**config.mk**
```make
export PLATFORM = sky130hd
export DESIGN_NAME = fcms_loader
export DESIGN_NICKNAME = d
export VERILOG_FILES = /design/src/rtl/fcms_pkg.sv /design/src/rtl/fcms_sync.sv /design/src/rtl/fcms_loader.sv
export SDC_FILE = /design/constraint.sdc
export NUM_CORES = 1
export LEC_CHECK = 0
export BUFFER_PORTS_ARGS = -buffer_cell sky130_fd_sc_hd__buf_2
export CAP_MARGIN = 20
export CORE_MARGIN = 1
export CORE_UTILIZATION = 55
export CTS_CLUSTER_DIAMETER = 120
export DETAILED_ROUTE_END_ITERATION = 10
export GPL_TIMING_DRIVEN = 1
export PLACE_DENSITY = 0.76
export SYNTH_ARGS = -nofsm -noshare
export SYNTH_HDL_FRONTEND = slang
export SYNTH_SLANG_ARGS = --single-unit
```
**constraint.sdc**
```tcl
create_clock -name clk_sys -period 8.5 [get_ports clk_sys]
set_input_delay 2.55 -clock clk_sys [delete_from_list [all_inputs] [get_ports clk_sys]]
set_output_delay 2.55 -clock clk_sys [all_outputs]
set_load 0.1 [all_outputs]
```
**src/rtl/fcms_pkg.sv**
```systemverilog
`default_nettype none
package fcms_pkg;
  // mode pin codes
  localparam logic [2:0] MODE_PROM = 3'h0;
  localparam logic [2:0] MODE_SPI = 3'h6;
  localparam logic [2:0] MODE_PAR_UP = 3'h2;
  localparam logic [2:0] MODE_PAR_DOWN = 3'h3;
  // flash addressing
  localparam logic [24:0] PAR_BOTTOM_ADDR = 25'h0000000;
  localparam logic [24:0] PAR_TOP_ADDR = 25'h1ffffff;
  localparam int PAR_LOW_BITS = 20;
  localparam logic [31:0] SPI_READ_CMD = 32'h03000000;
  // timing
  localparam int CLK_PERIOD_NS = 20;
  localparam int PAR_ACCESS_NS = 120;
  localparam logic [3:0] PAR_ACCESS_CYC =
    4'((PAR_ACCESS_NS + CLK_PERIOD_NS - 1) / CLK_PERIOD_NS);
  localparam int CONFIG_CLOCK_HALF_CYC = 2;
  localparam logic [2:0] SETTLE_CYC = 3'h4;
  localparam logic [24:0] IMAGE_BYTES_RST = 25'h0000100;
  // register byte offsets
  localparam logic [7:0] REG_CTRL = 8'h00;
  localparam logic [7:0] REG_STATUS = 8'h04;
  localparam logic [7:0] REG_IMAGE_LEN = 8'h08;
  localparam logic [7:0] REG_ADDR = 8'h0c;
  localparam logic [7:0] REG_BYTE_CNT = 8'h10;
  localparam logic [7:0] REG_INT_STATUS = 8'h14;
  localparam logic [7:0] REG_INT_MASK = 8'h18;
  // field positions
  localparam int CTRL_RECONFIG_BIT = 0;
  localparam int STAT_STATE_POS = 0;
  localparam int STAT_SRC_POS = 4;
  localparam int STAT_MODE_POS = 8;
  localparam int STAT_LIVE_POS = 12;
  localparam int STAT_DONE_BIT = 16;
  localparam int INT_DONE_BIT = 0;
  localparam int INT_FAIL_BIT = 1;
  localparam int INT_UNSUP_BIT = 2;
  localparam int INT_WIDTH = 3;
  localparam logic [2:0] INT_MASK_RST = 3'h0;

  typedef enum logic [2:0] {
    ST_POWER = 3'b000,
    ST_SAMPLE = 3'b001,
    ST_CMD = 3'b010,
    ST_LOAD = 3'b011,
    ST_JTAG = 3'b100,
    ST_DONE = 3'b101,
    ST_FAIL = 3'b110,
    ST_UNSUP = 3'b111
  } fcms_state_t;

  typedef enum logic [2:0] {
    SRC_NONE = 3'b000,
    SRC_PROM = 3'b001,
    SRC_SPI = 3'b010,
    SRC_PAR_UP = 3'b011,
    SRC_PAR_DOWN = 3'b100
  } fcms_src_t;

  typedef struct packed {
    logic configClock;
    logic promSel_n;
    logic spiSel_n;
    logic spiMosi;
    logic parSel_n;
    logic [19:0] parAddr;
  } fcms_flash_t;
endpackage
`default_nettype wire

```
**src/rtl/fcms_sync.sv**
```systemverilog
`default_nettype none
module fcms_sync #(
  parameter int WIDTH = 4,
  parameter logic [WIDTH-1:0] RESET_VAL = '1
) (
  // clock and reset
  input wire logic clk_sys,
  input wire logic reset,
  // pins in, filtered level out
  input wire logic [WIDTH-1:0] din,
  output logic [WIDTH-1:0] dout
);
  logic [WIDTH-1:0] stage1;
  logic [WIDTH-1:0] stage2;
  logic [WIDTH-1:0] stage3;

  genvar i;
  generate
    for (i = 0; i < WIDTH; i++) begin : g_bit
      always_ff @(posedge clk_sys) begin
        if (reset) begin
          stage1[i] <= RESET_VAL[i];
          stage2[i] <= RESET_VAL[i];
          stage3[i] <= RESET_VAL[i];
          dout[i] <= RESET_VAL[i];
        end else begin
          stage1[i] <= din[i];
          stage2[i] <= stage1[i];
          stage3[i] <= stage2[i];
          // a change counts once two stages agree
          if (stage2[i] == stage3[i]) begin
            dout[i] <= stage3[i];
          end
        end
      end
    end
  endgenerate
endmodule
`default_nettype wire

```
**src/rtl/fcms_loader.sv**
```systemverilog
// Decided for this implementation: the APB slave port and the register offsets.
`default_nettype none
module fcms_loader #(
  parameter int CONFIG_CLOCK_HALF = fcms_pkg::CONFIG_CLOCK_HALF_CYC,
  parameter logic [24:0] IMAGE_BYTES = fcms_pkg::IMAGE_BYTES_RST
) (
  // clock and reset
  input wire logic clk_sys,
  input wire logic reset,
  // apb slave
  input wire logic psel,
  input wire logic penable,
  input wire logic pwrite,
  input wire logic [7:0] paddr,
  input wire logic [31:0] pwdata,
  output logic pready,
  output logic [31:0] prdata,
  output logic pslverr,
  // board pins
  input wire logic [2:0] modeSelectPins,
  input wire logic reconfigRequest_n,
  // configuration memories
  input wire logic serialIn,
  input wire logic [7:0] parData,
  output fcms_pkg::fcms_flash_t flashBus,
  // jtag download stream
  input wire logic jtagStart,
  input wire logic jtagValid,
  input wire logic [7:0] jtagByte,
  input wire logic jtagLast,
  // status
  output logic configDone,
  output logic irq
);
  fcms_pkg::fcms_state_t state;
  fcms_pkg::fcms_src_t src;
  logic [3:0] syncIn;
  logic [2:0] livePins;
  logic progPressed;
  logic softReq;
  logic restart;
  logic [2:0] settleCnt;
  logic settleDone;
  logic [2:0] modeLatched;
  logic [24:0] addr;
  logic [24:0] byteCnt;
  logic [24:0] imageLen;
  logic [7:0] xorAcc;
  logic [7:0] shiftIn;
  logic [31:0] shiftOut;
  logic [4:0] bitCnt;
  logic [7:0] divCnt;
  logic tick;
  logic cclkRise;
  logic serialActive;
  logic isPar;
  logic [3:0] accCnt;
  logic gotByte;
  logic [7:0] newByte;
  logic lastByte;
  logic finish;
  logic imageOk;
  logic [2:0] intStatus;
  logic [2:0] intMask;
  logic [2:0] intEvent;
  logic access;
  logic wrEn;
  logic mapped;
  logic [31:0] rdData;

  // mode pin code to configuration source
  function automatic fcms_pkg::fcms_src_t modeKind(input logic [2:0] code);
    case (code)
      fcms_pkg::MODE_PROM: modeKind = fcms_pkg::SRC_PROM;
      fcms_pkg::MODE_SPI: modeKind = fcms_pkg::SRC_SPI;
      fcms_pkg::MODE_PAR_UP: modeKind = fcms_pkg::SRC_PAR_UP;
      fcms_pkg::MODE_PAR_DOWN: modeKind = fcms_pkg::SRC_PAR_DOWN;
      default: modeKind = fcms_pkg::SRC_NONE;
    endcase
  endfunction

  fcms_sync #(
    .WIDTH(4),
    .RESET_VAL(4'hf)
  ) u_sync (
    .clk_sys(clk_sys),
    .reset(reset),
    .din({reconfigRequest_n, modeSelectPins}),
    .dout(syncIn)
  );

  assign livePins = syncIn[2:0];
  assign progPressed = ~syncIn[3];
  assign restart = progPressed | softReq;
  assign settleDone = (settleCnt == fcms_pkg::SETTLE_CYC);
  assign isPar = (src == fcms_pkg::SRC_PAR_UP) | (src == fcms_pkg::SRC_PAR_DOWN);
  assign serialActive = ((state == fcms_pkg::ST_CMD) | (state == fcms_pkg::ST_LOAD)) & ~isPar;
  assign tick = serialActive & (divCnt == 8'(CONFIG_CLOCK_HALF - 1));
  assign cclkRise = tick & ~flashBus.configClock;

  always_comb begin
    gotByte = 1'b0;
    newByte = 8'h00;
    lastByte = 1'b0;
    if (state == fcms_pkg::ST_JTAG) begin
      gotByte = jtagValid;
      newByte = jtagByte;
      lastByte = jtagValid & jtagLast;
    end else if (state == fcms_pkg::ST_LOAD) begin
      if (isPar) begin
        gotByte = (accCnt == fcms_pkg::PAR_ACCESS_CYC);
        newByte = parData;
      end else begin
        gotByte = cclkRise & (bitCnt[2:0] == 3'h7);
        newByte = {shiftIn[6:0], serialIn};
      end
      lastByte = gotByte & (byteCnt == imageLen - 25'h0000001);
    end
  end

  assign finish = lastByte & ~restart;
  assign imageOk = ((xorAcc ^ newByte) == 8'h00);

  // settle counter after power-up or restart
  always_ff @(posedge clk_sys) begin
    if (reset || restart || state != fcms_pkg::ST_SAMPLE) begin
      settleCnt <= 3'h0;
    end else if (!settleDone) begin
      settleCnt <= settleCnt + 3'h1;
    end
  end

  // main sequence
  always_ff @(posedge clk_sys) begin
    if (reset) begin
      state <= fcms_pkg::ST_POWER;
    end else if (restart) begin
      state <= fcms_pkg::ST_SAMPLE;
    end else begin
      case (state)
        fcms_pkg::ST_POWER: begin
          state <= fcms_pkg::ST_SAMPLE;
        end
        fcms_pkg::ST_SAMPLE: begin
          if (settleDone) begin
            case (modeKind(livePins))
              fcms_pkg::SRC_SPI: state <= fcms_pkg::ST_CMD;
              fcms_pkg::SRC_NONE: state <= fcms_pkg::ST_UNSUP;
              default: state <= fcms_pkg::ST_LOAD;
            endcase
          end
        end
        fcms_pkg::ST_CMD: begin
          if (cclkRise && bitCnt == 5'h1f) begin
            state <= fcms_pkg::ST_LOAD;
          end
        end
        fcms_pkg::ST_LOAD, fcms_pkg::ST_JTAG: begin
          if (finish) begin
            state <= imageOk ? fcms_pkg::ST_DONE : fcms_pkg::ST_FAIL;
          end
        end
        fcms_pkg::ST_DONE, fcms_pkg::ST_FAIL, fcms_pkg::ST_UNSUP: begin
          if (jtagStart) begin
            state <= fcms_pkg::ST_JTAG;
          end
        end
        default: state <= fcms_pkg::ST_POWER;
      endcase
    end
  end

  // source latch and load counters
  always_ff @(posedge clk_sys) begin
    if (reset) begin
      src <= fcms_pkg::SRC_NONE;
      modeLatched <= 3'h0;
      addr <= fcms_pkg::PAR_BOTTOM_ADDR;
      byteCnt <= 25'h0;
      xorAcc <= 8'h00;
    end else if (state == fcms_pkg::ST_SAMPLE && settleDone) begin
      src <= modeKind(livePins);
      modeLatched <= livePins;
      byteCnt <= 25'h0;
      xorAcc <= 8'h00;
      if (modeKind(livePins) == fcms_pkg::SRC_PAR_DOWN) begin
        addr <= fcms_pkg::PAR_TOP_ADDR;
      end else begin
        addr <= fcms_pkg::PAR_BOTTOM_ADDR;
      end
    end else if (jtagStart && (state == fcms_pkg::ST_DONE || state == fcms_pkg::ST_FAIL ||
                 state == fcms_pkg::ST_UNSUP)) begin
      byteCnt <= 25'h0;
      xorAcc <= 8'h00;
    end else if (gotByte) begin
      byteCnt <= byteCnt + 25'h1;
      xorAcc <= xorAcc ^ newByte;
      if (state == fcms_pkg::ST_LOAD && src == fcms_pkg::SRC_PAR_DOWN) begin
        addr <= addr - 25'h1;
      end else if (state == fcms_pkg::ST_LOAD && src == fcms_pkg::SRC_PAR_UP) begin
        addr <= addr + 25'h1;
      end
    end
  end

  // config clock divider
  always_ff @(posedge clk_sys) begin
    if (reset || !serialActive || tick) begin
      divCnt <= 8'h00;
    end else begin
      divCnt <= divCnt + 8'h01;
    end
  end

  // serial shifters
  always_ff @(posedge clk_sys) begin
    if (reset) begin
      bitCnt <= 5'h0;
      shiftIn <= 8'h00;
      shiftOut <= 32'h0;
    end else if (state == fcms_pkg::ST_SAMPLE) begin
      bitCnt <= 5'h0;
      shiftOut <= fcms_pkg::SPI_READ_CMD;
    end else if (cclkRise) begin
      bitCnt <= bitCnt + 5'h1;
      shiftIn <= {shiftIn[6:0], serialIn};
      if (state == fcms_pkg::ST_CMD) begin
        shiftOut <= {shiftOut[30:0], 1'b0};
      end
    end
  end

  // parallel access timer
  always_ff @(posedge clk_sys) begin
    if (reset || state != fcms_pkg::ST_LOAD || !isPar || gotByte) begin
      accCnt <= 4'h0;
    end else begin
      accCnt <= accCnt + 4'h1;
    end
  end

  // memory pins
  always_ff @(posedge clk_sys) begin
    if (reset) begin
      flashBus <= '{configClock: 1'b0, promSel_n: 1'b1, spiSel_n: 1'b1,
                    spiMosi: 1'b0, parSel_n: 1'b1, parAddr: 20'h0};
    end else begin
      flashBus.configClock <= serialActive & (flashBus.configClock ^ tick);
      flashBus.promSel_n <= ~(serialActive & (src == fcms_pkg::SRC_PROM));
      flashBus.spiSel_n <= ~(serialActive & (src == fcms_pkg::SRC_SPI));
      flashBus.spiMosi <= (state == fcms_pkg::ST_CMD) & shiftOut[31];
      flashBus.parSel_n <= ~((state == fcms_pkg::ST_LOAD) & isPar);
      flashBus.parAddr <= addr[fcms_pkg::PAR_LOW_BITS-1:0];
    end
  end

  // completion output
  always_ff @(posedge clk_sys) begin
    if (reset) begin
      configDone <= 1'b0;
    end else begin
      configDone <= (state == fcms_pkg::ST_DONE) & ~restart & ~jtagStart;
    end
  end

  // interrupt events
  always_comb begin
    intEvent = 3'h0;
    intEvent[fcms_pkg::INT_DONE_BIT] = finish & imageOk;
    intEvent[fcms_pkg::INT_FAIL_BIT] = finish & ~imageOk;
    intEvent[fcms_pkg::INT_UNSUP_BIT] = (state == fcms_pkg::ST_SAMPLE) & settleDone &
      ~restart & (modeKind(livePins) == fcms_pkg::SRC_NONE);
  end

  always_ff @(posedge clk_sys) begin
    if (reset) begin
      intStatus <= 3'h0;
    end else if (wrEn && paddr == fcms_pkg::REG_INT_STATUS) begin
      intStatus <= (intStatus & ~pwdata[fcms_pkg::INT_WIDTH-1:0]) | intEvent;
    end else begin
      intStatus <= intStatus | intEvent;
    end
  end

  always_ff @(posedge clk_sys) begin
    if (reset) begin
      irq <= 1'b0;
    end else begin
      irq <= |(intStatus & intMask);
    end
  end

  // apb handshake, one wait state
  assign access = psel & penable & ~pready;
  assign wrEn = psel & penable & pready & pwrite;
  assign mapped = (paddr == fcms_pkg::REG_CTRL) | (paddr == fcms_pkg::REG_STATUS) |
    (paddr == fcms_pkg::REG_IMAGE_LEN) | (paddr == fcms_pkg::REG_ADDR) |
    (paddr == fcms_pkg::REG_BYTE_CNT) | (paddr == fcms_pkg::REG_INT_STATUS) |
    (paddr == fcms_pkg::REG_INT_MASK);

  always_comb begin
    rdData = 32'h0;
    case (paddr)
      fcms_pkg::REG_STATUS: begin
        rdData[fcms_pkg::STAT_STATE_POS +: 3] = state;
        rdData[fcms_pkg::STAT_SRC_POS +: 3] = src;
        rdData[fcms_pkg::STAT_MODE_POS +: 3] = modeLatched;
        rdData[fcms_pkg::STAT_LIVE_POS +: 3] = modeKind(livePins);
        rdData[fcms_pkg::STAT_DONE_BIT] = configDone;
      end
      fcms_pkg::REG_IMAGE_LEN: rdData = {7'h0, imageLen};
      fcms_pkg::REG_ADDR: rdData = {7'h0, addr};
      fcms_pkg::REG_BYTE_CNT: rdData = {7'h0, byteCnt};
      fcms_pkg::REG_INT_STATUS: rdData = {29'h0, intStatus};
      fcms_pkg::REG_INT_MASK: rdData = {29'h0, intMask};
      default: rdData = 32'h0;
    endcase
  end

  always_ff @(posedge clk_sys) begin
    if (reset) begin
      pready <= 1'b0;
      prdata <= 32'h0;
      pslverr <= 1'b0;
    end else begin
      pready <= access;
      pslverr <= access & ~mapped;
      if (access && !pwrite) begin
        prdata <= rdData;
      end
    end
  end

  // writable registers
  always_ff @(posedge clk_sys) begin
    if (reset) begin
      imageLen <= IMAGE_BYTES;
      intMask <= fcms_pkg::INT_MASK_RST;
      softReq <= 1'b0;
    end else begin
      softReq <= wrEn & (paddr == fcms_pkg::REG_CTRL) & pwdata[fcms_pkg::CTRL_RECONFIG_BIT];
      if (wrEn && paddr == fcms_pkg::REG_IMAGE_LEN) begin
        imageLen <= pwdata[24:0];
      end
      if (wrEn && paddr == fcms_pkg::REG_INT_MASK) begin
        intMask <= pwdata[fcms_pkg::INT_WIDTH-1:0];
      end
    end
  end
endmodule
`default_nettype wire

```
==> results of run 1 <==
==> flip-flops by register name (all words and copies together), names as in the netlist, 4 cells and up <==
signal / cells
bitCnt: 5
prdata: 25
shiftIn: 7
xorAcc: 8
flashBus: 25
divCnt: 8
u_sync.stage2: 4
u_sync.stage3: 4
byteCnt: 25
u_sync.stage1: 4
shiftOut: 8
imageLen: 25
accCnt: 4
u_sync.dout: 4
addr: 25
==> final cells by class <==
type | instances | area (um^2)
Tap cell | 260 | 325
Fill cell | 1648 | 6860
Multi-Input combinational cell | 990 | 6220
Clock buffer | 34 | 657
Timing Repair Buffer | 124 | 646
Inverter | 32 | 120
Sequential cell | 204 | 4080
Clock inverter | 3 | 40.0
==> path summary, 6_finish.rpt <==
check                                              endpoint  depth (start not counted)
worst min register to register  u_sync.stage2[0]$_SDFF_PP1_                          1
worst max register to register        addr[24]$_SDFFE_PP0P_                         13
worst max-delay path                  addr[24]$_SDFFE_PP0P_                         13
worst min-delay path            u_sync.stage2[0]$_SDFF_PP1_                          1
==> through the flow <==
| step | instances | hold WS [ps] | power, uW | instance area (um^2) | util (%) |
|---|---|---|---|---|---|
| 2_1_floorplan | 1304 | 389 | 1250 | 10800 | - |
| 3_3_place_gp | 1610 | 392 | 1310 | 11400 | 60.1 |
| 3_5_place_dp | 1610 | 394 | 1310 | 11400 | 60.1 |
| 4_1_cts | 1647 | 408 | 2230 | 12100 | 63.8 |
| 5_1_grt | 1647 | 421 | 2300 | 12100 | 63.8 |
| 6_report | 1647 | 406 | 2220 | 12100 | 63.8 |
==> synthesized netlist by cell type, types with 32 or more instances <==
library cell / count / share of area (%)
sky130_fd_sc_hd__dfxtp_1: 204 / 38
sky130_fd_sc_hd__nor2_1: 175 / 6.1
sky130_fd_sc_hd__nand2_1: 140 / 4.9
sky130_fd_sc_hd__a21oi_1: 96 / 4.5
sky130_fd_sc_hd__clkbuf_1: 51 / 1.8
sky130_fd_sc_hd__xor2_1: 49 / 4.0
sky130_fd_sc_hd__o21ai_0: 44 / 2.0
sky130_fd_sc_hd__xnor2_1: 39 / 3.2
sky130_fd_sc_hd__nor3_1: 37 / 1.7
sky130_fd_sc_hd__ha_1: 35 / 4.1
sky130_fd_sc_hd__mux2i_1: 35 / 3.3
sky130_fd_sc_hd__nand3_1: 35 / 1.6
sky130_fd_sc_hd__inv_1: 32 / 1.1
==> logic make-up (layout without fill, tap and decap cells) <==
family          after synthesis  count (layout)
flops                       204             204
xor+xnor                     88              88
other cells                   1               7
simple gates                532             532
compound gates              278             278
mux                          48              48
buf+inv                     110             193
fa+ha+maj                    37              37
==> metal layers <==
layer  up-vias  wire, um  GRT usage, %
met2       385     13000          46.0
li1       4708         -             -
met4         2      1330          14.7
met3        85      1880          4.12
met5         -         6             0
met1      4512     11900          35.4
==> power by group through the flow <==
stage | registers, uW | clock network (uW) | logic, uW
floorplan | 1040 | 0 | 208
global placement | 1030 | 0 | 277
detailed placement | 1030 | 0 | 281
CTS | 1010 | 941 | 282
global route | 1010 | 982 | 308
finish | 1010 | 926 | 284
==> worst max-delay path, delay by kind of cell (launching register included) <==
kind	cells	cell delay, ps
simple gates	4	1380
compound gates	6	1680
xor+xnor	1	140
fa+ha+maj	1	430
buf+inv	1	650
flops	1	560
==> placed cells by master, fill, tap and decap left out, types with 32 or more instances in the layout <==
cell,count
sky130_fd_sc_hd__nand2_1,140
sky130_fd_sc_hd__dfxtp_1,204
sky130_fd_sc_hd__ha_1,35
sky130_fd_sc_hd__nor3_1,34
sky130_fd_sc_hd__mux2i_1,35
sky130_fd_sc_hd__o21ai_0,44
sky130_fd_sc_hd__nand3_1,35
sky130_fd_sc_hd__buf_2,114
sky130_fd_sc_hd__xnor2_1,39
sky130_fd_sc_hd__nor2_1,175
sky130_fd_sc_hd__a21oi_1,96
sky130_fd_sc_hd__inv_1,32
sky130_fd_sc_hd__xor2_1,49
==> results.env, run 1 <==
POSTCTSSETUPREPAIRBUFS=0
DETAIL_ROUTE.VIAS_PER_CELL=5.88
GRT_ANTENNA_BEFORE_REPAIR=2
SUM_NEG_SETUP_SLACK_PS=0
FINAL_LAYOUT_SIZE_SUFFIX_GT1_SHARE_PCT=15.1
SLEW_OF_THE_PIN_WITH_THE_LOWEST_SLEW_MARGIN_PS=1010
POST-ROUTE-PERIOD-UTIL_PCT=57.8
NETSWITCHINGPOWER_uW=596
YOSYS-MUX-AREA-FRACTION_PCT=4.62
CTS_HOLD_BUF=0
PORT-BUFFER-COUNT=115
CRIT_SLOWEST_CELL='sky130_fd_sc_hd__inv_1'
CLK-INSERTION-DELAY-LATE_PS=500
GRT_OVERFLOW_TOTAL=0
FINAL.SETUP.WORST_SLACK_PS=3580
SETUP_VIOL_COUNT_FINAL=0
NUMBER_OF_SYNTHESIZED_FLOPS_WITH_AN_ENABLE_PIN=0
CRITPATHREQUIREDTIME_PS=8940
TIMING_MAX_TRANSITION_VIOLATIONS_FINAL=0
TOTALWIRELENGTH_MM=28.1
HOLD_PATH_CLASS='reg2reg'
CTS-BUFFERS-INSERTED=22
CTS-HTREE-LEVELS=1
INITIALDRTVIOLATIONCOUNT=639
DIE_AREA_MM2=0.0201
SYNTH.AVG_CELL_AREA_UM2=8.28
FLOORPLAN.INITIALDENSITY_PCT=56.7
WORSTPATHMAXFANOUT=23
DRT_FIRST_PASS_ITERS=5
GRT_SETUP_UNREPAIRED='no'
POSTSYNTHREGISTERBITS=204
SYNTH_SIMPLE_GATE_AREA_SHARE_PCT=24.1
GRT_MAX_DEGREE=85
PLACE_CONGESTION=0.902
CLOCK-SINKS=204
TIMING_HOLD_VIOLATIONS_FINAL=0
POST_SYNTH_INST_COUNT=1298
LAYOUT-AREA-OVERHEAD-VS-SYNTH_PCT=12.5
WORST_HOLD_STARTPOINT='u_sync.stage1[0]$_SDFF_PP1_'
WORST_PATH_LARGEST_CELL_DELAY_PS=650
COMB_POWER_SHARE_PCT=12.8
FIN_NETS=1479
ACHIEVABLE-FREQUENCY_GHz=0.203
POWER_DENSITY_mW_PER_MM2=184
SYNTH-ADDER-AREA-SHARE_PCT=4.35
CTSLONGESTPATHBUFFERS=3
GLOBALROUTETOTALUTIL_PCT=27.9
SYNTH_COMPOUND_GATE_AREA_SHARE_PCT=17.2
CRIT_PATH_START_KIND='flop'
DIE_HEIGHT_UM=142
WL_PER_CELL_UM=17.1
YOSYSWARNINGS=0
TOTAL_INSERTED_ANTENNA_CELLS=0
R2R_SETUP_SLACK_PS=3580
YS_TYPES=88
POST_CTS_RESIZED=0
SWITCHING_SHARE_PCT=26.8
MAX-VDD-IR-DROP_V=0.000131
VIA_COUNT=9692
CTS.REPORTEDPATHS.CLKPINSLEW_PS=60
WORSTSETUPENDPOINTTYPE='flop'
WORST_SETUP_PATH_STARTPOINT='src[2]$_SDFFE_PP0P_'
CRIT_CHAIN='or3b_1 -> or3_1 -> inv_1 -> ha_1 -> and4_1 -> nor2b_1 -> a311oi_1 -> o31ai_1 -> a221o_1 -> a221oi_1 -> xnor2_1 -> a21o_1 -> a21oi_1'
POWER.SHARE.CLOCK_PCT=41.7
DRC=0
STATIC-LEAKAGE-POWER_uW=0.00497
DP_HPWL_MM=20.3
POST-ROUTE-MIN-PERIOD_PS=4920
P_INT_uW=1620
WORSTREG2REGSTART='src[2]$_SDFFE_PP0P_'
SYNTHESIS.AREA_MM2=0.0107
MAX_CAP_VIOL_COUNT=0
STD_CELL_ROWS=50
SYNTH_SEQ_AREA_SHARE_PCT=38.0
WORST_EP_ARRIVAL_TIME_PS=5360
CRITPATHKIND='reg2reg'
CLOCK_TREE_FROM_TRITONCTS='done'
SYNTHXORXNORAREAFRAC_PCT=7.17
GRT_PASS1_WL_MM=44.9
MAX_SLEW_MARGIN_VS_LIMIT_PCT=32.4
POSTROUTEANTENNANETS=0
SYNTH_FF_TYPE='sky130_fd_sc_hd__dfxtp_1'
DIE_WIDTH_UM=142
DPL_WORST_SLACK_PS=3340
WORST_CLOCK_SKEW_PS=8.33
SYNTH_TOP_FAMILY_BY_AREA='simple AND/OR/NAND/NOR gates'
ROOT_BUFFER_CELL='sky130_fd_sc_hd__clkbuf_16'
IOS=130
COREAREA_MM2=0.0190
RUN_STATUS='completed'
FIRST_GLOBAL_VIAS=8977
POWER.SEQUENTIAL.FRACTION_PCT=45.5
YS_ASYNC_SR_FRACTION_PCT=0
Power figures use the tool's default switching activity.
==> run 2, diff against run 1 <==
--- a/config.mk
+++ b/config.mk
@@ -8,11 +8,11 @@
 export BUFFER_PORTS_ARGS = -buffer_cell sky130_fd_sc_hd__buf_2
 export CAP_MARGIN = 20
 export CORE_MARGIN = 1
-export CORE_UTILIZATION = 55
+export CORE_UTILIZATION = 53
 export CTS_CLUSTER_DIAMETER = 120
 export DETAILED_ROUTE_END_ITERATION = 10
 export GPL_TIMING_DRIVEN = 1
-export PLACE_DENSITY = 0.76
+export PLACE_DENSITY = 0.77
 export SYNTH_ARGS = -nofsm -noshare
 export SYNTH_HDL_FRONTEND = slang
 export SYNTH_SLANG_ARGS = --single-unit
==> constraint.sdc (replaced) <==
create_clock -name clk_sys -period 4.05 [get_ports clk_sys]
set_input_delay 1.215 -clock clk_sys [delete_from_list [all_inputs] [get_ports clk_sys]]
set_output_delay 1.215 -clock clk_sys [all_outputs]
set_load 0.1 [all_outputs]
==> results.env, run 2 (synthesis results as in run 1) <==
RUN_STATUS='completed'
COREAREA_MM2=0.0197
CRITICAL-PATH-TOP-DELAY-FAMILY='compound AO/OA/AOI/OAI gates'
GLOBALROUTETOTALUTIL_PCT=27.1
GRT_OVERFLOW_TOTAL=0
TIMING.RR.END='addr[24]$_SDFFE_PP0P_'
WORST_CLOCK_SKEW_PS=32.6
R2R_SETUP_SLACK_PS=280
MOSTFREQUENTLAYOUTCELLS='sky130_fd_sc_hd__dfxtp_1 (204), sky130_fd_sc_hd__nor2_1 (175), sky130_fd_sc_hd__nand2_1 (140)'
DIE_HEIGHT_UM=144
GRT_ANTENNA_BEFORE_REPAIR=2
FIRST_GLOBAL_VIAS=8852
FIN_NETS=1502
WORST_EP_ARRIVAL_TIME_PS=4180
MAX-VDD-IR-DROP_V=0.000323
CTS-HTREE-LEVELS=1
SETUP_VIOL_COUNT_FINAL=0
POWER.SHARE.CLOCK_PCT=41.9
CRIT_SLOWEST_CELL='sky130_fd_sc_hd__or3_1'
IOS=130
MAX_SLEW_MARGIN_VS_LIMIT_PCT=36.4
INITIALDRTVIOLATIONCOUNT=843
FILL_CELLS=1761
WORSTSETUPENDPOINTTYPE='flop'
WORST_PATH_LARGEST_CELL_DELAY_PS=460
DIE_WIDTH_UM=144
POWER.SEQUENTIAL.FRACTION_PCT=44.0
WL_PER_CELL_UM=17.0
DIE_AREA_MM2=0.0209
P_INT_uW=3450
ACHIEVABLE-FREQUENCY_GHz=0.265
NETSWITCHINGPOWER_uW=1290
VIA_COUNT=9795
CP.DEPTH=14
LAYOUT-AREA-OVERHEAD-VS-SYNTH_PCT=14.4
TOTALWIRELENGTH_MM=28.5
COMB_POWER_SHARE_PCT=14.1
FINAL_LAYOUT_SIZE_SUFFIX_GT1_SHARE_PCT=16.7
TIMING_MAX_TRANSITION_VIOLATIONS_FINAL=0
WORST_SETUP_PATH_ENDPOINT='addr[24]$_SDFFE_PP0P_'
POWER_DENSITY_mW_PER_MM2=385
CLK-INSERTION-DELAY-LATE_PS=520
CLOCK-SINKS=204
POSTCTSSETUPREPAIRBUFS=0
CRIT_CHAIN='or3b_1 -> or3_1 -> clkinvlp_4 -> buf_4 -> ha_1 -> a21o_1 -> a21o_1 -> a21oi_1 -> o31ai_1 -> a221o_1 -> a221oi_2 -> xnor2_1 -> o31ai_1 -> a21oi_1'
DETAIL_ROUTE.VIAS_PER_CELL=5.84
LAYOUT_COMMONEST_CELL='sky130_fd_sc_hd__dfxtp_1'
STD_CELL_ROWS=51
STATIC-LEAKAGE-POWER_uW=0.00508
CTS-BUFFERS-INSERTED=22
GRT_PASS1_WL_MM=44.6
DRC=0
SWITCHING_SHARE_PCT=27.3
HOLD_PATH_CLASS='reg2reg'
GRT_MAX_DEGREE=58
WORST_SETUP_PATH_STARTPOINT='src[0]$_SDFFE_PP0P_'
POST-ROUTE-PERIOD-UTIL_PCT=93.0
CTS.REPORTEDPATHS.CLKPINSLEW_PS=70
TIMING.REG2REG.WORST_PATH_DEPTH=14
CRIT_PATH_START_KIND='flop'
CRITPATHKIND='reg2reg'
DP_HPWL_MM=20.8
POST_ROUTE_STANDARD_CELL_AREA_EXCLUDING_FILLERS_MM2=0.0123
PORT-BUFFER-COUNT=115
CTSLONGESTPATHBUFFERS=3
GRT_SETUP_UNREPAIRED='no'
SUM_NEG_SETUP_SLACK_PS=0
WORSTPATHMAXFANOUT=14
CLOCK_TREE_FROM_TRITONCTS='done'
POSTROUTEANTENNANETS=0
DETAILED_PLACE.AREA_MM2=0.0116
FLOORPLAN.INITIALDENSITY_PCT=54.7
POST-ROUTE-MIN-PERIOD_PS=3770
DRT_FIRST_PASS_ITERS=5
PLACE_CONGESTION=0.919
CP_NUM_BUF_INV=2
CRITPATHREQUIREDTIME_PS=4460
MAX_CAP_VIOL_COUNT=0
TIMING_HOLD_VIOLATIONS_FINAL=0
WORSTREG2REGSTART='src[0]$_SDFFE_PP0P_'
ROOT_BUFFER_CELL='sky130_fd_sc_hd__clkbuf_16'
SLEW_OF_THE_PIN_WITH_THE_LOWEST_SLEW_MARGIN_PS=954
[run 2: final cells by class]
type,count,area (um^2),area share (%)
well taps,265,332,2.70
diodes,1,2.50,0.0204
clock inverters,4,50.0,0.407
clock buffers,35,661,5.37
multi-input cells,990,6230,50.6
repair buffers,147,816,6.63
flip-flops and latches,204,4080,33.2
inverters,32,124,1.01
[run 2: power by group through the flow]
stage,clock (uW),sequential (uW),combinational [uW]
final,1990,2080,667
after CTS,2010,2080,658
after global routing,2090,2090,720
after global placement,0,2130,643
after detailed placement,0,2130,655
after floorplan,0,2180,437
[run 2: metal layers]
layer  part of all wire, %  routed length [um]  GRT usage, %  vias up
li1                      -                   -             -     4774
met2                    46               13200          45.7      388
met4                   3.7                1060          11.2        2
met5                 0.035                  10         0.501        -
met3                   7.5                2130          4.34       66
met1                    42               12000          34.3     4565
[run 2: stage by stage]
stage	setup WS [ps]	power (uW)	instances	utilization [%]	hold WS (ps)
after floorplan	44.9	2620	1304	-	389
after global placement	118	2770	1637	58.8	393
after detailed placement	74.0	2780	1637	58.8	394
after CTS	55.2	4750	1676	62.4	407
after global routing	68.2	4900	1677	62.5	418
final	283	4740	1678	62.6	407
[run 2: how the worst min path moves through the flow]
stage,depth (start not counted),slack (ps),start,end
4_1_cts,1,410,u_sync.stage1[3]$_SDFF_PP1_,u_sync.stage2[3]$_SDFF_PP1_
5_1_grt,1,420,u_sync.stage1[3]$_SDFF_PP1_,u_sync.stage2[3]$_SDFF_PP1_
3_5_place_dp,1,390,u_sync.stage1[3]$_SDFF_PP1_,u_sync.stage2[3]$_SDFF_PP1_
3_3_place_gp,1,390,u_sync.stage1[3]$_SDFF_PP1_,u_sync.stage2[3]$_SDFF_PP1_
2_1_floorplan,1,390,u_sync.stage1[0]$_SDFF_PP1_,u_sync.stage2[0]$_SDFF_PP1_
6_report,1,410,u_sync.stage1[3]$_SDFF_PP1_,u_sync.stage2[3]$_SDFF_PP1_
[run 2: what timing repair did]
item / CTS / global route
resized for setup: 0 / 4
hold buffers: 0 / 0
setup endpoints to repair: 0 / 5
==> run 3, diff against run 2 <==
--- a/config.mk
+++ b/config.mk
@@ -12,7 +12,8 @@
 export CTS_CLUSTER_DIAMETER = 120
 export DETAILED_ROUTE_END_ITERATION = 10
 export GPL_TIMING_DRIVEN = 1
-export PLACE_DENSITY = 0.77
+export PLACE_DENSITY = 0.76
 export SYNTH_ARGS = -nofsm -noshare
 export SYNTH_HDL_FRONTEND = slang
+export SYNTH_HIERARCHICAL = 1
 export SYNTH_SLANG_ARGS = --single-unit
==> results.env, run 3 <==
CTSLONGESTPATHBUFFERS=3
GRT_ANTENNA_BEFORE_REPAIR=2
TIMING_HOLD_VIOLATIONS_FINAL=0
INITIALDRTVIOLATIONCOUNT=871
WORSTPATHMAXFANOUT=18
CLOCK-SINKS=204
ACHIEVABLE-FREQUENCY_GHz=0.267
SYNTH_LARGEST_TYPE_AREA_FRACTION_PCT=36.5
COMB_POWER_SHARE_PCT=14.6
FINAL_LAYOUT_SIZE_SUFFIX_GT1_SHARE_PCT=14.6
POSTROUTEANTENNANETS=0
POST-ROUTE-PERIOD-UTIL_PCT=92.3
SYNTHESIS.AREA_MM2=0.0112
COREAREA_MM2=0.0205
NUMBER_OF_SYNTHESIZED_FLOPS_WITH_AN_ENABLE_PIN=0
STDCELL_COUNT=1763
CLK-INSERTION-DELAY-LATE_PS=520
CRITPATHKIND='reg2reg'
SYNTH_FF_TYPE='sky130_fd_sc_hd__dfxtp_1'
CLOCK_TREE_FROM_TRITONCTS='done'
DRT_FIRST_PASS_ITERS=5
YOSYS-MUX-AREA-FRACTION_PCT=3.58
CRIT_CHAIN='nor3b_1 -> nand2_1 -> inv_1 -> buf_4 -> ha_1 -> a21o_1 -> a2111o_1 -> o21ai_0 -> buf_4 -> o221ai_1 -> o41ai_1 -> xnor2_1 -> a31o_2'
IOS=130
POST_SYNTH_INST_COUNT=1394
GLOBALROUTETOTALUTIL_PCT=29.3
POWER.SHARE.CLOCK_PCT=44.1
YOSYSWARNINGS=6
P_INT_uW=3670
ROOT_BUFFER_CELL='sky130_fd_sc_hd__clkbuf_16'
FIRST_GLOBAL_VIAS=9850
CTS-BUFFERS-INSERTED=23
LAYOUT_COMMONEST_CELL='sky130_fd_sc_hd__dfxtp_1'
SYNTH_AREA_LEADER_CELL='sky130_fd_sc_hd__dfxtp_1'
DP_CELLS=1724
YS_TOP_CELLS_BY_AREA='sky130_fd_sc_hd__dfxtp_1 (36%), sky130_fd_sc_hd__nor2_1 (5.5%), sky130_fd_sc_hd__nand2_1 (4.9%)'
FLOORPLAN.INITIALDENSITY_PCT=54.6
POWER_DENSITY_mW_PER_MM2=396
MAX_CAP_VIOL_COUNT=0
SYNTH.AVG_CELL_AREA_UM2=8.03
YS_ASYNC_SR_FRACTION_PCT=0
WORST_PATH_LARGEST_CELL_DELAY_PS=430
CRIT_SLOWEST_CELL='sky130_fd_sc_hd__o41ai_1'
SYNTH.CELLS.MOST_FREQUENT='sky130_fd_sc_hd__dfxtp_1 (204), sky130_fd_sc_hd__nor2_1 (163), sky130_fd_sc_hd__nand2_1 (146)'
POSTCTSSETUPREPAIRBUFS=0
POSTSYNTHREGISTERBITS=204
CRITPATHREQUIREDTIME_PS=4470
DIE_HEIGHT_UM=147
GRT_PASS1_WL_MM=51.3
GRT_SETUP_UNREPAIRED='no'
SYNTH_SEQ_AREA_SHARE_PCT=36.5
SYNTH_SIMPLE_GATE_AREA_SHARE_PCT=24.4
SWITCHING_SHARE_PCT=27.5
MOSTFREQUENTLAYOUTCELLS='sky130_fd_sc_hd__dfxtp_1 (204), sky130_fd_sc_hd__nor2_1 (163), sky130_fd_sc_hd__nand2_1 (146)'
VIA_COUNT=10718
CTS_HOLD_BUF=0
STD_CELL_ROWS=52
FIN_NETS=1584
SYNTH_COMPOUND_GATE_AREA_SHARE_PCT=19.9
PLACE_CONGESTION=0.936
SUM_NEG_SETUP_SLACK_PS=0
YS_TYPES=83
TIMING_MAX_TRANSITION_VIOLATIONS_FINAL=0
CRIT_PATH_START_KIND='flop'
STATIC-LEAKAGE-POWER_uW=0.00521
DIE_WIDTH_UM=147
NETSWITCHINGPOWER_uW=1390
RUN_STATUS='completed'
WORST_EP_ARRIVAL_TIME_PS=4160
GRT_MAX_DEGREE=75
DP_HPWL_MM=23.2
WL_PER_CELL_UM=18.2
POWER.SEQUENTIAL.FRACTION_PCT=41.2
CRIT_PATH_TOP_CELL_BY_COUNT='sky130_fd_sc_hd__buf_4'
SYNTH_TOP_FAMILY_BY_AREA='simple AND/OR/NAND/NOR gates'
PORT-BUFFER-COUNT=115
SETUP_VIOL_COUNT_FINAL=0
WORST_CLOCK_SKEW_PS=10.7
HOLD_PATH_CLASS='reg2reg'
TOTALWIRELENGTH_MM=32.0
CTS.REPORTEDPATHS.CLKPINSLEW_PS=70
MAX-VDD-IR-DROP_V=0.000421
DETAIL_ROUTE.VIAS_PER_CELL=6.08
LAYOUT-AREA-OVERHEAD-VS-SYNTH_PCT=14.2
GRT_OVERFLOW_TOTAL=0
SLEW_OF_THE_PIN_WITH_THE_LOWEST_SLEW_MARGIN_PS=964
DIE_AREA_MM2=0.0217
POST_CTS_RESIZED=0
SYNTH_MOST_COMMON_CELL='sky130_fd_sc_hd__dfxtp_1'
CTS-HTREE-LEVELS=1
MAX_SLEW_MARGIN_VS_LIMIT_PCT=35.7
DRC=0
WORSTSETUPENDPOINTTYPE='flop'
SYNTH-ADDER-AREA-SHARE_PCT=4.09
POST-ROUTE-MIN-PERIOD_PS=3740
SYNTHXORXNORAREAFRAC_PCT=6.50
run 3: changes by cell type in the layout (fill, tap and decap cells not counted), sizes merged, moves of 7 or more:
cell	previous run	this run
xor2	49	33
inv	31	45
mux2i	35	22
nor3	40	53
nand3	35	47
nor2	175	163
xnor2	39	50
clkbuf	35	27
a211oi	8	15
nand2	140	147
nor2b	25	32
o21ai	49	56
run 3: layout make-up:
cell class	count	area (um^2)
fill	1828	7710
multi-input combinational	1059	6580
sequential	204	4080
timing repair buffer	147	816
clock buffer	27	601
tap	270	338
clock inverter	11	198
inverter	44	165
antenna	1	2.50
run 3: layer usage:
metal,vias to the layer above,track usage (%),wire length (um)
met5,-,0,13
met4,2,11.6,1300
met3,88,4.44,2660
met2,478,47.5,14500
met1,5004,39.0,13600
li1,5146,-,-
run 3: metrics by stage:
stage | instance area, um^2 | setup slack, ps | util (%) | hold WS (ps) | power [uW]
after floorplan | 11200 | 93.7 | - | 383 | 2650
after global placement | 12000 | 492 | 58.4 | 389 | 2850
after detailed placement | 12000 | 394 | 58.5 | 389 | 2860
after CTS | 12800 | 363 | 62.4 | 402 | 5080
after global routing | 12800 | 33.8 | 62.4 | 426 | 5240
final | 12800 | 311 | 62.4 | 403 | 5060
run 3: cells by family after synthesis:
group / after synthesis
multiplexers: 38
adder cells (fa/ha/maj): 36
AO/OA/AOI/OAI: 331
AND/OR/NAND/NOR: 564
flip-flops: 204
XOR/XNOR: 83
other: 1
buffers and inverters: 137
run 3: power by group through the flow:
stage          logic, uW  registers, uW  clock network, uW
6_report             741           2090               2230
3_5_place_dp         730           2130                  0
3_3_place_gp         718           2130                  0
2_1_floorplan        458           2190                  0
5_1_grt              800           2090               2350
4_1_cts              733           2090               2260
run 3: critical path, delay by kind of cell (launching register included):
| family | cells | cell delay (ps) |
|---|---|---|
| fa+ha+maj | 1 | 330 |
| xor+xnor | 1 | 160 |
| buf+inv | 3 | 700 |
| flops | 1 | 320 |
| simple gates | 2 | 480 |
| compound gates | 6 | 1640 |
run 3: final timing paths:
kind / startpoint / endpoint / slack, ps / depth (start not counted)
setup / recovery: src[1]$_SDFFE_PP0P_ / addr[21]$_SDFFE_PP0P_ / 310 / 13
hold / removal: u_sync/stage1[1]$_SDFF_PP1_ / u_sync/stage2[1]$_SDFF_PP1_ / 400 / 1
setup reg to reg: src[1]$_SDFFE_PP0P_ / addr[21]$_SDFFE_PP0P_ / 310 / 13
hold reg to reg: u_sync/stage1[1]$_SDFF_PP1_ / u_sync/stage2[1]$_SDFF_PP1_ / 400 / 1
